### config.mk
export PLATFORM = sky130hd
export DESIGN_NAME = cdp_ctrl
export DESIGN_NICKNAME = d
export VERILOG_FILES = /design/src/hdl/cdp_pkg.sv /design/src/hdl/cdp_pin_func.sv /design/src/hdl/cdp_ctrl.sv
export SDC_FILE = /design/constraint.sdc
export NUM_CORES = 1
export LEC_CHECK = 0
export BUFFER_PORTS_ARGS = -buffer_cell sky130_fd_sc_hd__buf_2
export CAP_MARGIN = 25
export CELL_PAD_IN_SITES_DETAIL_PLACEMENT = 0
export CELL_PAD_IN_SITES_GLOBAL_PLACEMENT = 1
export CORE_ASPECT_RATIO = 0.5
export CORE_MARGIN = 10
export CORE_UTILIZATION = 36
export DETAILED_ROUTE_END_ITERATION = 8
export GPL_ROUTABILITY_DRIVEN = 0
export PLACE_DENSITY = 0.85
export SLEW_MARGIN = 20
export SYNTH_ARGS = -nofsm -noshare
export SYNTH_HDL_FRONTEND = slang
export SYNTH_SLANG_ARGS = --single-unit
### constraint.sdc
create_clock -name sys_clk -period 2.3 [get_ports sys_clk]
set_clock_uncertainty 0.1 [all_clocks]
set_input_delay 0.46 -clock sys_clk [delete_from_list [all_inputs] [get_ports sys_clk]]
set_output_delay 0.46 -clock sys_clk [all_outputs]
set_load 0.01 [all_outputs]
### src/hdl/cdp_pkg.sv
package cdp_pkg;

  // ----------------------------------------------------------------
  // Register map
  // ----------------------------------------------------------------
  localparam logic [7:0] CDP_ADDR_SYNC_CTRL = 8'h58;
  localparam logic [7:0] CDP_ADDR_RSVD_SLOT = 8'h59;
  localparam logic [7:0] CDP_ADDR_TRANSFER = 8'h5A;

  // ----------------------------------------------------------------
  // Field positions and reset values
  // ----------------------------------------------------------------
  localparam int CDP_BIT_SYNC_DET_EN = 0;
  localparam int CDP_BIT_SYNC_SEL = 1;
  localparam int CDP_BIT_SOFT_SYNC = 2;
  localparam int CDP_BIT_DIST_REF_PD = 3;
  localparam int CDP_BIT_SYNC_PD = 4;
  localparam int CDP_BIT_ROLE_LO = 5;
  localparam int CDP_BIT_UPDATE = 0;
  localparam logic [7:0] CDP_SYNC_CTRL_MASK = 8'h7F;
  localparam logic [7:0] CDP_SYNC_CTRL_RST = 8'h00;
  localparam logic [7:0] CDP_ZERO_BYTE = 8'h00;

  // ----------------------------------------------------------------
  // Sizes
  // ----------------------------------------------------------------
  localparam int CDP_NUM_OUT = 8;
  localparam int CDP_NUM_DELAY = 2;

  // ----------------------------------------------------------------
  // Role of the multi-purpose control pin
  // ----------------------------------------------------------------
  typedef enum logic [1:0] {
    CDP_ROLE_RESET = 2'b00,
    CDP_ROLE_ALIGN = 2'b01,
    CDP_ROLE_TEST = 2'b10,
    CDP_ROLE_POWERDOWN = 2'b11
  } cdp_role_e;

endpackage

### src/hdl/cdp_pin_func.sv
module cdp_pin_func (
  input wire logic sys_clk,
  input wire logic sys_rst,
  input wire logic func_pin,
  input wire cdp_pkg::cdp_role_e role,
  input wire logic soft_sync,
  output logic pin_role_reset,
  output logic pin_role_powerdown,
  output logic pin_role_align,
  output logic div_restart
);
  import cdp_pkg::*;

  typedef struct packed {
    logic hold;
    logic restart;
    logic rst_req;
    logic pd_req;
  } cdp_pf_s;

  cdp_pf_s st_ff;
  cdp_pf_s nxt_st;

  // ----------------------------------------------------------------
  // Pin role decode and align edge
  // ----------------------------------------------------------------
  always_comb begin
    nxt_st = st_ff;
    nxt_st.rst_req = (role == CDP_ROLE_RESET) && !func_pin;
    nxt_st.pd_req = (role == CDP_ROLE_POWERDOWN) && !func_pin;
    // Test code drives nothing: software must never select it
    // Soft bit high holds like a low pin
    nxt_st.hold = ((role == CDP_ROLE_ALIGN) && !func_pin) || soft_sync;
    // Release of the hold restarts all dividers at once
    nxt_st.restart = st_ff.hold && !nxt_st.hold;
  end

  always_ff @(posedge sys_clk or posedge sys_rst) begin
    if (sys_rst) begin
      st_ff <= '0;
    end else begin
      st_ff <= nxt_st;
    end
  end

  assign pin_role_reset = st_ff.rst_req;
  assign pin_role_powerdown = st_ff.pd_req;
  assign pin_role_align = st_ff.hold;
  assign div_restart = st_ff.restart;

endmodule

### src/hdl/cdp_ctrl.sv
// Functional notes
// - Sync power-down bit gates sync detector, default 0
// - Two-bit field selects multi-purpose pin role
// - Update bit copies staged registers to active
// - Update bit clears itself after transfer
// - Bypassed divider is powered down
// - Unselected fine-delay block is powered down
// - PLL, outputs, distribution each power down; distribution also downs outputs
// - Power cycling a block keeps its settings
// - Soft sync bit acts as inverted pin
// - Distribution reference power-down bit, default 0
module cdp_ctrl #(
  parameter int NUM_OUT = cdp_pkg::CDP_NUM_OUT
) (
  input wire logic sys_clk,
  input wire logic sys_rst,
  input wire logic reg_wr_en,
  input wire logic reg_rd_en,
  input wire logic [7:0] reg_addr,
  input wire logic [7:0] reg_wr_data,
  output logic [7:0] reg_rd_data,
  input wire logic func_pin,
  input wire logic pll_pd_req,
  input wire logic dist_pd_req,
  input wire logic [NUM_OUT-1:0] out_pd_req,
  input wire logic [NUM_OUT-1:0] div_bypass,
  input wire logic delay_output_a_sel,
  input wire logic delay_output_b_sel,
  output logic sync_det_en,
  output logic sync_det_pd,
  output logic sync_slow_sel,
  output logic dist_ref_pd,
  output logic pll_pd,
  output logic dist_pd,
  output logic [NUM_OUT-1:0] out_pd,
  output logic [NUM_OUT-1:0] div_pd,
  output logic delay_output_a_pd,
  output logic delay_output_b_pd,
  output logic chip_reset_req,
  output logic div_restart,
  output logic align_hold,
  output logic align_lost
);
  import cdp_pkg::*;

  typedef struct packed {
    logic [7:0] staged;
    logic [7:0] active;
    logic update;
    logic [7:0] rd_data;
    logic [NUM_OUT+1:0] pd_prev;
    logic lost;
    logic pll_pd;
    logic dist_pd;
    logic [NUM_OUT-1:0] out_pd;
    logic [NUM_OUT-1:0] div_pd;
    logic [1:0] dly_pd;
  } cdp_ctrl_s;

  cdp_ctrl_s st_ff;
  cdp_ctrl_s nxt_st;
  logic pin_pd;
  logic pin_rst;
  logic restart;
  logic hold;
  logic [NUM_OUT+1:0] pd_now;
  cdp_role_e role;
  logic wr_ctrl;
  logic wr_xfer;
  logic pd_rise;
  logic [NUM_OUT-1:0] out_req_all;
  logic [NUM_OUT-1:0] div_req_all;
  logic [1:0] dly_req_all;

  function automatic logic hit(input logic [7:0] a, input logic [7:0] b);
    hit = (a == b);
  endfunction

  // Role field sits in the active copy, so a new role waits for update
  function automatic cdp_role_e role_of(input logic [7:0] ctrl);
    return cdp_role_e'(ctrl[CDP_BIT_ROLE_LO +: 2]);
  endfunction

  // ----------------------------------------------------------------
  // Read-back
  // ----------------------------------------------------------------
  // Reads return the staged byte, so software sees what it wrote even
  // before an update; reserved places always read back as zero.
  function automatic logic [7:0] read_value(
    input logic [7:0] a,
    input logic [7:0] staged,
    input logic upd
  );
    logic [7:0] v;
    v = CDP_ZERO_BYTE;
    if (hit(a, CDP_ADDR_SYNC_CTRL)) begin
      v = staged;
    end else if (hit(a, CDP_ADDR_TRANSFER)) begin
      v = {7'h00, upd};
    end else if (hit(a, CDP_ADDR_RSVD_SLOT)) begin
      v = CDP_ZERO_BYTE;
    end
    return v;
  endfunction

  // ----------------------------------------------------------------
  // Multi-purpose pin and soft sync
  // ----------------------------------------------------------------
  assign role = role_of(st_ff.active);

  cdp_pin_func u_pin_func (
    .sys_clk(sys_clk),
    .sys_rst(sys_rst),
    .func_pin(func_pin),
    .role(role),
    .soft_sync(st_ff.active[CDP_BIT_SOFT_SYNC]),
    .pin_role_reset(pin_rst),
    .pin_role_powerdown(pin_pd),
    .pin_role_align(hold),
    .div_restart(restart)
  );

  // Power-down is applied from a flop so a glitching request
  // cannot flicker the analog enables within one cycle.
  assign pd_now = {st_ff.pll_pd, st_ff.dist_pd, st_ff.out_pd};

  // ----------------------------------------------------------------
  // Request decode
  // ----------------------------------------------------------------
  // Writes only touch the staged copy; nothing moves until update
  assign wr_ctrl = reg_wr_en && hit(reg_addr, CDP_ADDR_SYNC_CTRL);
  assign wr_xfer = reg_wr_en && hit(reg_addr, CDP_ADDR_TRANSFER);

  // ----------------------------------------------------------------
  // Power-down fan-out
  // ----------------------------------------------------------------
  // Pin power-down overrides every local request
  assign out_req_all = out_pd_req | {NUM_OUT{dist_pd_req || pin_pd}};
  assign div_req_all = div_bypass | {NUM_OUT{pin_pd}};
  assign dly_req_all = ~{delay_output_b_sel, delay_output_a_sel}
                       | {2{pin_pd}};
  // Only a rising power-down counts, so a block that stays down does
  // not keep re-flagging the loss after a resync.
  assign pd_rise = |(pd_now & ~st_ff.pd_prev);

  // ----------------------------------------------------------------
  // Next state
  // ----------------------------------------------------------------
  always_comb begin
    nxt_st = st_ff;
    nxt_st.update = 1'b0;
    if (st_ff.update) begin
      nxt_st.active = st_ff.staged & CDP_SYNC_CTRL_MASK;
    end
    if (wr_ctrl) begin
      nxt_st.staged = reg_wr_data & CDP_SYNC_CTRL_MASK;
    end
    if (wr_xfer) begin
      nxt_st.update = reg_wr_data[CDP_BIT_UPDATE];
    end
    if (reg_rd_en) begin
      nxt_st.rd_data = read_value(reg_addr, st_ff.staged, st_ff.update);
    end
    // Each block has its own request; settings are untouched
    nxt_st.pll_pd = pll_pd_req || pin_pd;
    nxt_st.dist_pd = dist_pd_req || pin_pd;
    nxt_st.out_pd = out_req_all;
    nxt_st.div_pd = div_req_all;
    nxt_st.dly_pd = dly_req_all;
    nxt_st.pd_prev = pd_now;
    // A fresh PLL, distribution or output power-down loses divider alignment; set beats clear
    if (restart) begin
      nxt_st.lost = 1'b0;
    end
    if (pd_rise) begin
      nxt_st.lost = 1'b1;
    end
    // Reset role on the pin returns the control bytes to defaults
    if (pin_rst) begin
      nxt_st.staged = CDP_SYNC_CTRL_RST;
      nxt_st.active = CDP_SYNC_CTRL_RST;
      nxt_st.update = 1'b0;
    end
  end

  always_ff @(posedge sys_clk or posedge sys_rst) begin
    if (sys_rst) begin
      st_ff <= '0;
    end else begin
      st_ff <= nxt_st;
    end
  end

  // ----------------------------------------------------------------
  // Outputs
  // ----------------------------------------------------------------
  assign reg_rd_data = st_ff.rd_data;
  assign sync_det_en = st_ff.active[CDP_BIT_SYNC_DET_EN]
                       && !st_ff.active[CDP_BIT_SYNC_PD];
  assign sync_det_pd = st_ff.active[CDP_BIT_SYNC_PD];
  assign sync_slow_sel = st_ff.active[CDP_BIT_SYNC_SEL];
  assign dist_ref_pd = st_ff.active[CDP_BIT_DIST_REF_PD];
  assign pll_pd = st_ff.pll_pd;
  assign dist_pd = st_ff.dist_pd;
  // Safe versus full-off for emitter outputs is the caller's pick
  assign out_pd = st_ff.out_pd;
  assign div_pd = st_ff.div_pd;
  assign delay_output_a_pd = st_ff.dly_pd[0];
  assign delay_output_b_pd = st_ff.dly_pd[1];
  assign chip_reset_req = pin_rst;
  assign div_restart = restart;
  assign align_hold = hold;
  assign align_lost = st_ff.lost;

endmodule

**Word-level counts from Yosys, hierarchy flattened**

Cells that the tools add are included.

- Flip-flop bits (word level): 59
- Input bits: 41
- Output and inout bits: 36

- Eq/ne operators: 4
- Muxes and demuxes: 8
- Bitwise operators: 6
- Reductions and logical operators: 18

Operators by type and width:

| kind | count |
|---|---|
| 2-to-1 mux 8 bit | 3 |
| 2-to-1 mux 17 bit | 1 |
| equality test 8 x 7 -> 1 bit (second input constant) | 2 |
| bitwise OR 8 bit | 2 |
| AND 10 bit | 1 |
| inverter 10 bit | 1 |
| OR reduction 10 bit | 1 |
| logical AND 1 bit | 7 |
| nonzero test 2 bit | 3 |
| 2-to-1 mux 1 bit | 4 |
| zero test 1 bit | 3 |
| logical OR 1 bit | 3 |
| equality test 2 x 1 -> 1 bit (second input constant) | 1 |
| equality test 2 bit (second input constant) | 1 |
| zero test 2 bit | 1 |
| inverter 2 bit | 1 |
| bitwise OR 2 bit | 1 |

**Logic depth before layout (Yosys ltp)**

- Depth in word-level cells: 5
- Depth in mapped cells: 5

**Cells and area by module**

Synthesis repeated with hierarchy kept, for this count alone.

- Cells, all modules: 199
- Area, all modules: 2354.8 µm²

By module, submodules not included:

| module | times used | cells an instance | area an instance (µm²) | sequential area each (µm²) |
|---|---|---|---|---|
| cdp_ctrl | 1 | 189 | 2209.6 | 1326.3 |
| cdp_pin_func | 1 | 10 | 145.1 | 100.1 |

**Worst setup path before layout**

Ideal clock, no wire load.

- Path type: input to register
- From: in reg_addr[7]
- To: reg st_ff[48] in the netlist's numbering
- Data arrival time: 1648 ps
- Data required time: 2077 ps
- Path slack: 429 ps
- Stages: 5
- Path buffers: 1
- Cells stage by stage: nand4bb_1 > or3_4 > or3b_1 > buf_6 > mux2i_1

- Cells in the longest elaborated chain, start to end: 3

RTL lines:

| what | line | RTL |
|---|---|---|
| from (decl) | cdp_ctrl.sv:19 | `input wire logic [7:0] reg_addr,` |
| equality test 8 x 7 -> 1 bit | cdp_ctrl.sv:76 | `hit = (a == b);` |
| logical AND 1 bit | cdp_ctrl.sv:131 | `assign wr_ctrl = reg_wr_en && hit(reg_addr, CDP_ADDR_SYNC_CTRL);` |
| nonzero test 2 bit (no line) | n/a |  |
| to (signal assigned) | cdp_ctrl.sv:190 | `st_ff <= nxt_st;` |
| to (decl) | cdp_ctrl.sv:60 | `cdp_ctrl_s st_ff;` |

No other way between the ends.
A chain may end at the register's enable or synchronous reset.

**Worst setup path after layout**

- From: in reg_addr[7]
- To: reg st_ff[50] in the netlist's numbering

The elaborated chain is that of the path after synthesis.

==> run summary <==
The run finished with clean final reports. Setup violations remaining at the end of the flow were counted as 0. The most common library cell in the layout ignoring fill and taps is sky130_fd_sc_hd__buf_2. Busiest layer in global routing: met2. For the pin with the worst max-slew slack, the measured transition is 610 ps.

The run gives 3 as the CTS H-tree depth. For the timing-limited maximum frequency, the log shows 539 MHz. After clock tree synthesis, the clock-pin slew on the worst setup and hold paths is 50 ps. Unique cell type count in the Yosys netlist: 23. The critical path in this run is classified as in -> reg. The run gives 0 as the number of warning messages in the yosys log. Post-CTS timing repair inserted 0 buffers for setup. STA classifies the critical path endpoint as a register. The number of instances in the synthesized netlist is 200, and the global-route wire length before repair is 8.14 mm. Counting every sink on the clock net gives 57. The maximum vdd drop was 0.389 mV; the post-detailed-route DRC marker count was 0. Worst-case headroom to the max-slew limit: 0.593. After synthesis, the cell types taking the most area are sky130_fd_sc_hd__dfrtp_1 (61%), sky130_fd_sc_hd__buf_4 (7.8%), sky130_fd_sc_hd__mux2i_1 (6.0%).

The die boundary width came out at 134 microns. The die area is 10,300 sq um, and the met1 usage is 0.0988. The starting density of the core was 0.377; the total core area was 6160 sq um. In this run, synthesis produced a sequential element count of 57. The worst path arrival time was 1940 ps. The root buffer cell is sky130_fd_sc_hd__clkbuf_16. The count of fill cells added during filler insertion is 583, and the number of detailed-route iterations in the first pass is 4. The number of nets with antenna violations after routing was 0. 0 antenna diodes ended up in the layout.

The share of layout cells above drive strength 1 works out to 0.400. The tools report the summed negative setup slack over all endpoints as 0 ps. The post-synth net total is 241, and the global-route track usage on met3 is 0.0507. The count of hold-fix buffers inserted at cts was 0. The number of endpoints with negative hold slack in the final report was 0. The type of the worst min-delay path was in -> async. The tools report the sequential share of the synthesized area as 0.614. In this run the vertical extent of the chip is 76.8 microns. The top cell types in the final layout, fill and taps aside, are sky130_fd_sc_hd__buf_2 (74), sky130_fd_sc_hd__dfrtp_1 (57), sky130_fd_sc_hd__nand2b_1 (21). The clock latency at the later pin of the worst-skew pair is 320 ps. The initialized floorplan defines 20 standard-cell rows. The average instance in the mapped netlist occupies 11.6 sq um.

The longest clock path from root to sink contains 2 buffers. The count of pins over their slew limit came out at 0. For this design the ratio of total power to cell area is 868 nW/um^2.

After the first detailed-routing iteration, the DRC count stood at 113. The routed wire length is 4.89 mm. Summing all non-filler instances in the final layout gives an area of 2930 sq um.

The static leakage is 1.46 nW, and the half-perimeter wire length of the detailed placement result is 3.75 mm. TritonCTS built the clock tree. Across the whole layout, storage elements account for 1430 sq um. Of all nets on the critical path, the largest fanout is 7. The run gives 0 as the number of gates resized after CTS.

The run gives 0 as the initial antenna violation count. The critical path required time is 2380 ps, and the final clock period utilization by the worst path is 0.806. The overall fraction of global-route tracks in use was 0.102; the maximum number of pins on one net before global-route repair was 31. During I/O placement, the number of pins put on the boundary was 77. The count of max-cap constraint violations was 0. Summed over all layers, the global routing overflow is 0. The top cell type's share of synthesized area was 0.614; the number of buffers added by the clock tree synthesis step was 9. The number of global-route vias before repair is 1,609, and the average detailed-routed wire length per instance is 14.0 microns. Subtracting the final worst setup slack from the clock period gives 1850 ps. The number of I/O port buffers was 74. Summing over every cut layer, the via total after detailed routing is 1,451. The tools report the startpoint class of the critical path as a primary input. The global routing met2 resource utilization is 0.174. The area growth from synthesis to layout is 26.0%.

For this run, the post-layout net count is 296. In the final layout, the multi-input gates occupy 611 sq um. The placement-stage cell area is 2610 sq um, and the number of vias per cell is 4.17.

Post-synthesis cell area: 2320 sq um. Setup repair after global routing left no endpoint under its margin. The post-synthesis cell type with the largest combined area was sky130_fd_sc_hd__dfrtp_1.
[critical path, cell delays in order]
cell and delay (ps):
sky130_fd_sc_hd__buf_2 90, sky130_fd_sc_hd__nand4bb_1 210, sky130_fd_sc_hd__or3_4 400, sky130_fd_sc_hd__or3b_1 580
sky130_fd_sc_hd__mux2i_1 190
[final cells by class]
class	count	share of cell area
clock inverter	5	0.0274
tap	88	0.0376
sequential	57	0.488
multi-input combinational	93	0.209
timing repair buffer	76	0.136
inverter	18	0.0231
clock buffer	11	0.0796
[worst paths after layout]
path / start / end / slack, ps / cells past startpoint
worst max-delay path: reg_addr[7] / st_ff[50] / 450 / 5
worst min-delay path: sys_rst / st_ff[39] / 110 / 2
worst max register to register: st_ff[39] / reg_rd_data[0] / 1090 / 3
worst min register to register: out_pd[1] / st_ff[22] / 300 / 0
max in group asynchronous: sys_rst / delay_output_b_pd / 1420 / 3
min in group sys_clk: delay_output_a_sel / delay_output_a_pd / 210 / 2
[synthesized netlist by cell type]
| cell type | count |
|---|---|
| sky130_fd_sc_hd__o2111ai_1 | 1 |
| sky130_fd_sc_hd__mux2_2 | 1 |
| sky130_fd_sc_hd__conb_1 | 1 |
| sky130_fd_sc_hd__clkbuf_1 | 7 |
| sky130_fd_sc_hd__nand2b_1 | 21 |
| sky130_fd_sc_hd__nor2_1 | 9 |
| sky130_fd_sc_hd__dfrtp_1 | 57 |
| sky130_fd_sc_hd__or2_2 | 10 |
| sky130_fd_sc_hd__or3_1 | 8 |
| sky130_fd_sc_hd__or4_2 | 1 |
| sky130_fd_sc_hd__nor3_1 | 3 |
| sky130_fd_sc_hd__o21bai_1 | 1 |
| sky130_fd_sc_hd__or3_4 | 1 |
| sky130_fd_sc_hd__nand2_1 | 9 |
| sky130_fd_sc_hd__inv_1 | 18 |
| sky130_fd_sc_hd__mux2i_1 | 14 |
| sky130_fd_sc_hd__nand4bb_1 | 1 |
| sky130_fd_sc_hd__buf_6 | 1 |
| sky130_fd_sc_hd__a222oi_1 | 1 |
| sky130_fd_sc_hd__buf_4 | 24 |
| sky130_fd_sc_hd__nor2b_1 | 1 |
| sky130_fd_sc_hd__or3b_1 | 1 |
| sky130_fd_sc_hd__o22ai_1 | 9 |
[logic make-up after synthesis]
kind of cell | Yosys count | synth area share
AO/OA/AOI/OAI | 12 | 0.0356
AND/OR/NAND/NOR | 65 | 0.161
flip-flops | 57 | 0.614
other | 1 | 0.00161
multiplexers | 15 | 0.0652
buffers and inverters | 50 | 0.123
[state kept, by name (all words and copies together), names as in the netlist, 2 cells and up]
signal and count:
reg_rd_data 7, role 2, out_pd 8, div_pd 8, st_ff 20
[routing by layer]
layer | up-vias | share of wire | wire length (microns)
met4 | 0 | 0.025 | 121
met1 | 695 | 0.39 | 1890
met5 | - | 0 | 0
met2 | 26 | 0.54 | 2620
li1 | 721 | - | -
met3 | 9 | 0.051 | 248
[through the flow]
step	power, W	utilization	worst slack [ps]	hold slack [ps]	instances
3_3_place_gp	0.00119	0.424	195	277	332
4_1_cts	0.00258	0.475	465	125	348
6_report	0.00254	0.475	445	114	348
5_1_grt	0.00264	0.475	385	160	348
2_1_floorplan	0.00114	-	340	274	200
3_5_place_dp	0.00119	0.424	149	282	332
[power by group]
group | leakage [nW] | switching, W | internal, W
Clock | 0.146 | 0.000422 | 0.000944
Combinational | 0.619 | 0.0000673 | 0.0000614
Sequential | 0.697 | 0.0000126 | 0.00103
Total | 1.46 | 0.000502 | 0.00204
Note: power is estimated with default switching activity, not from simulation.
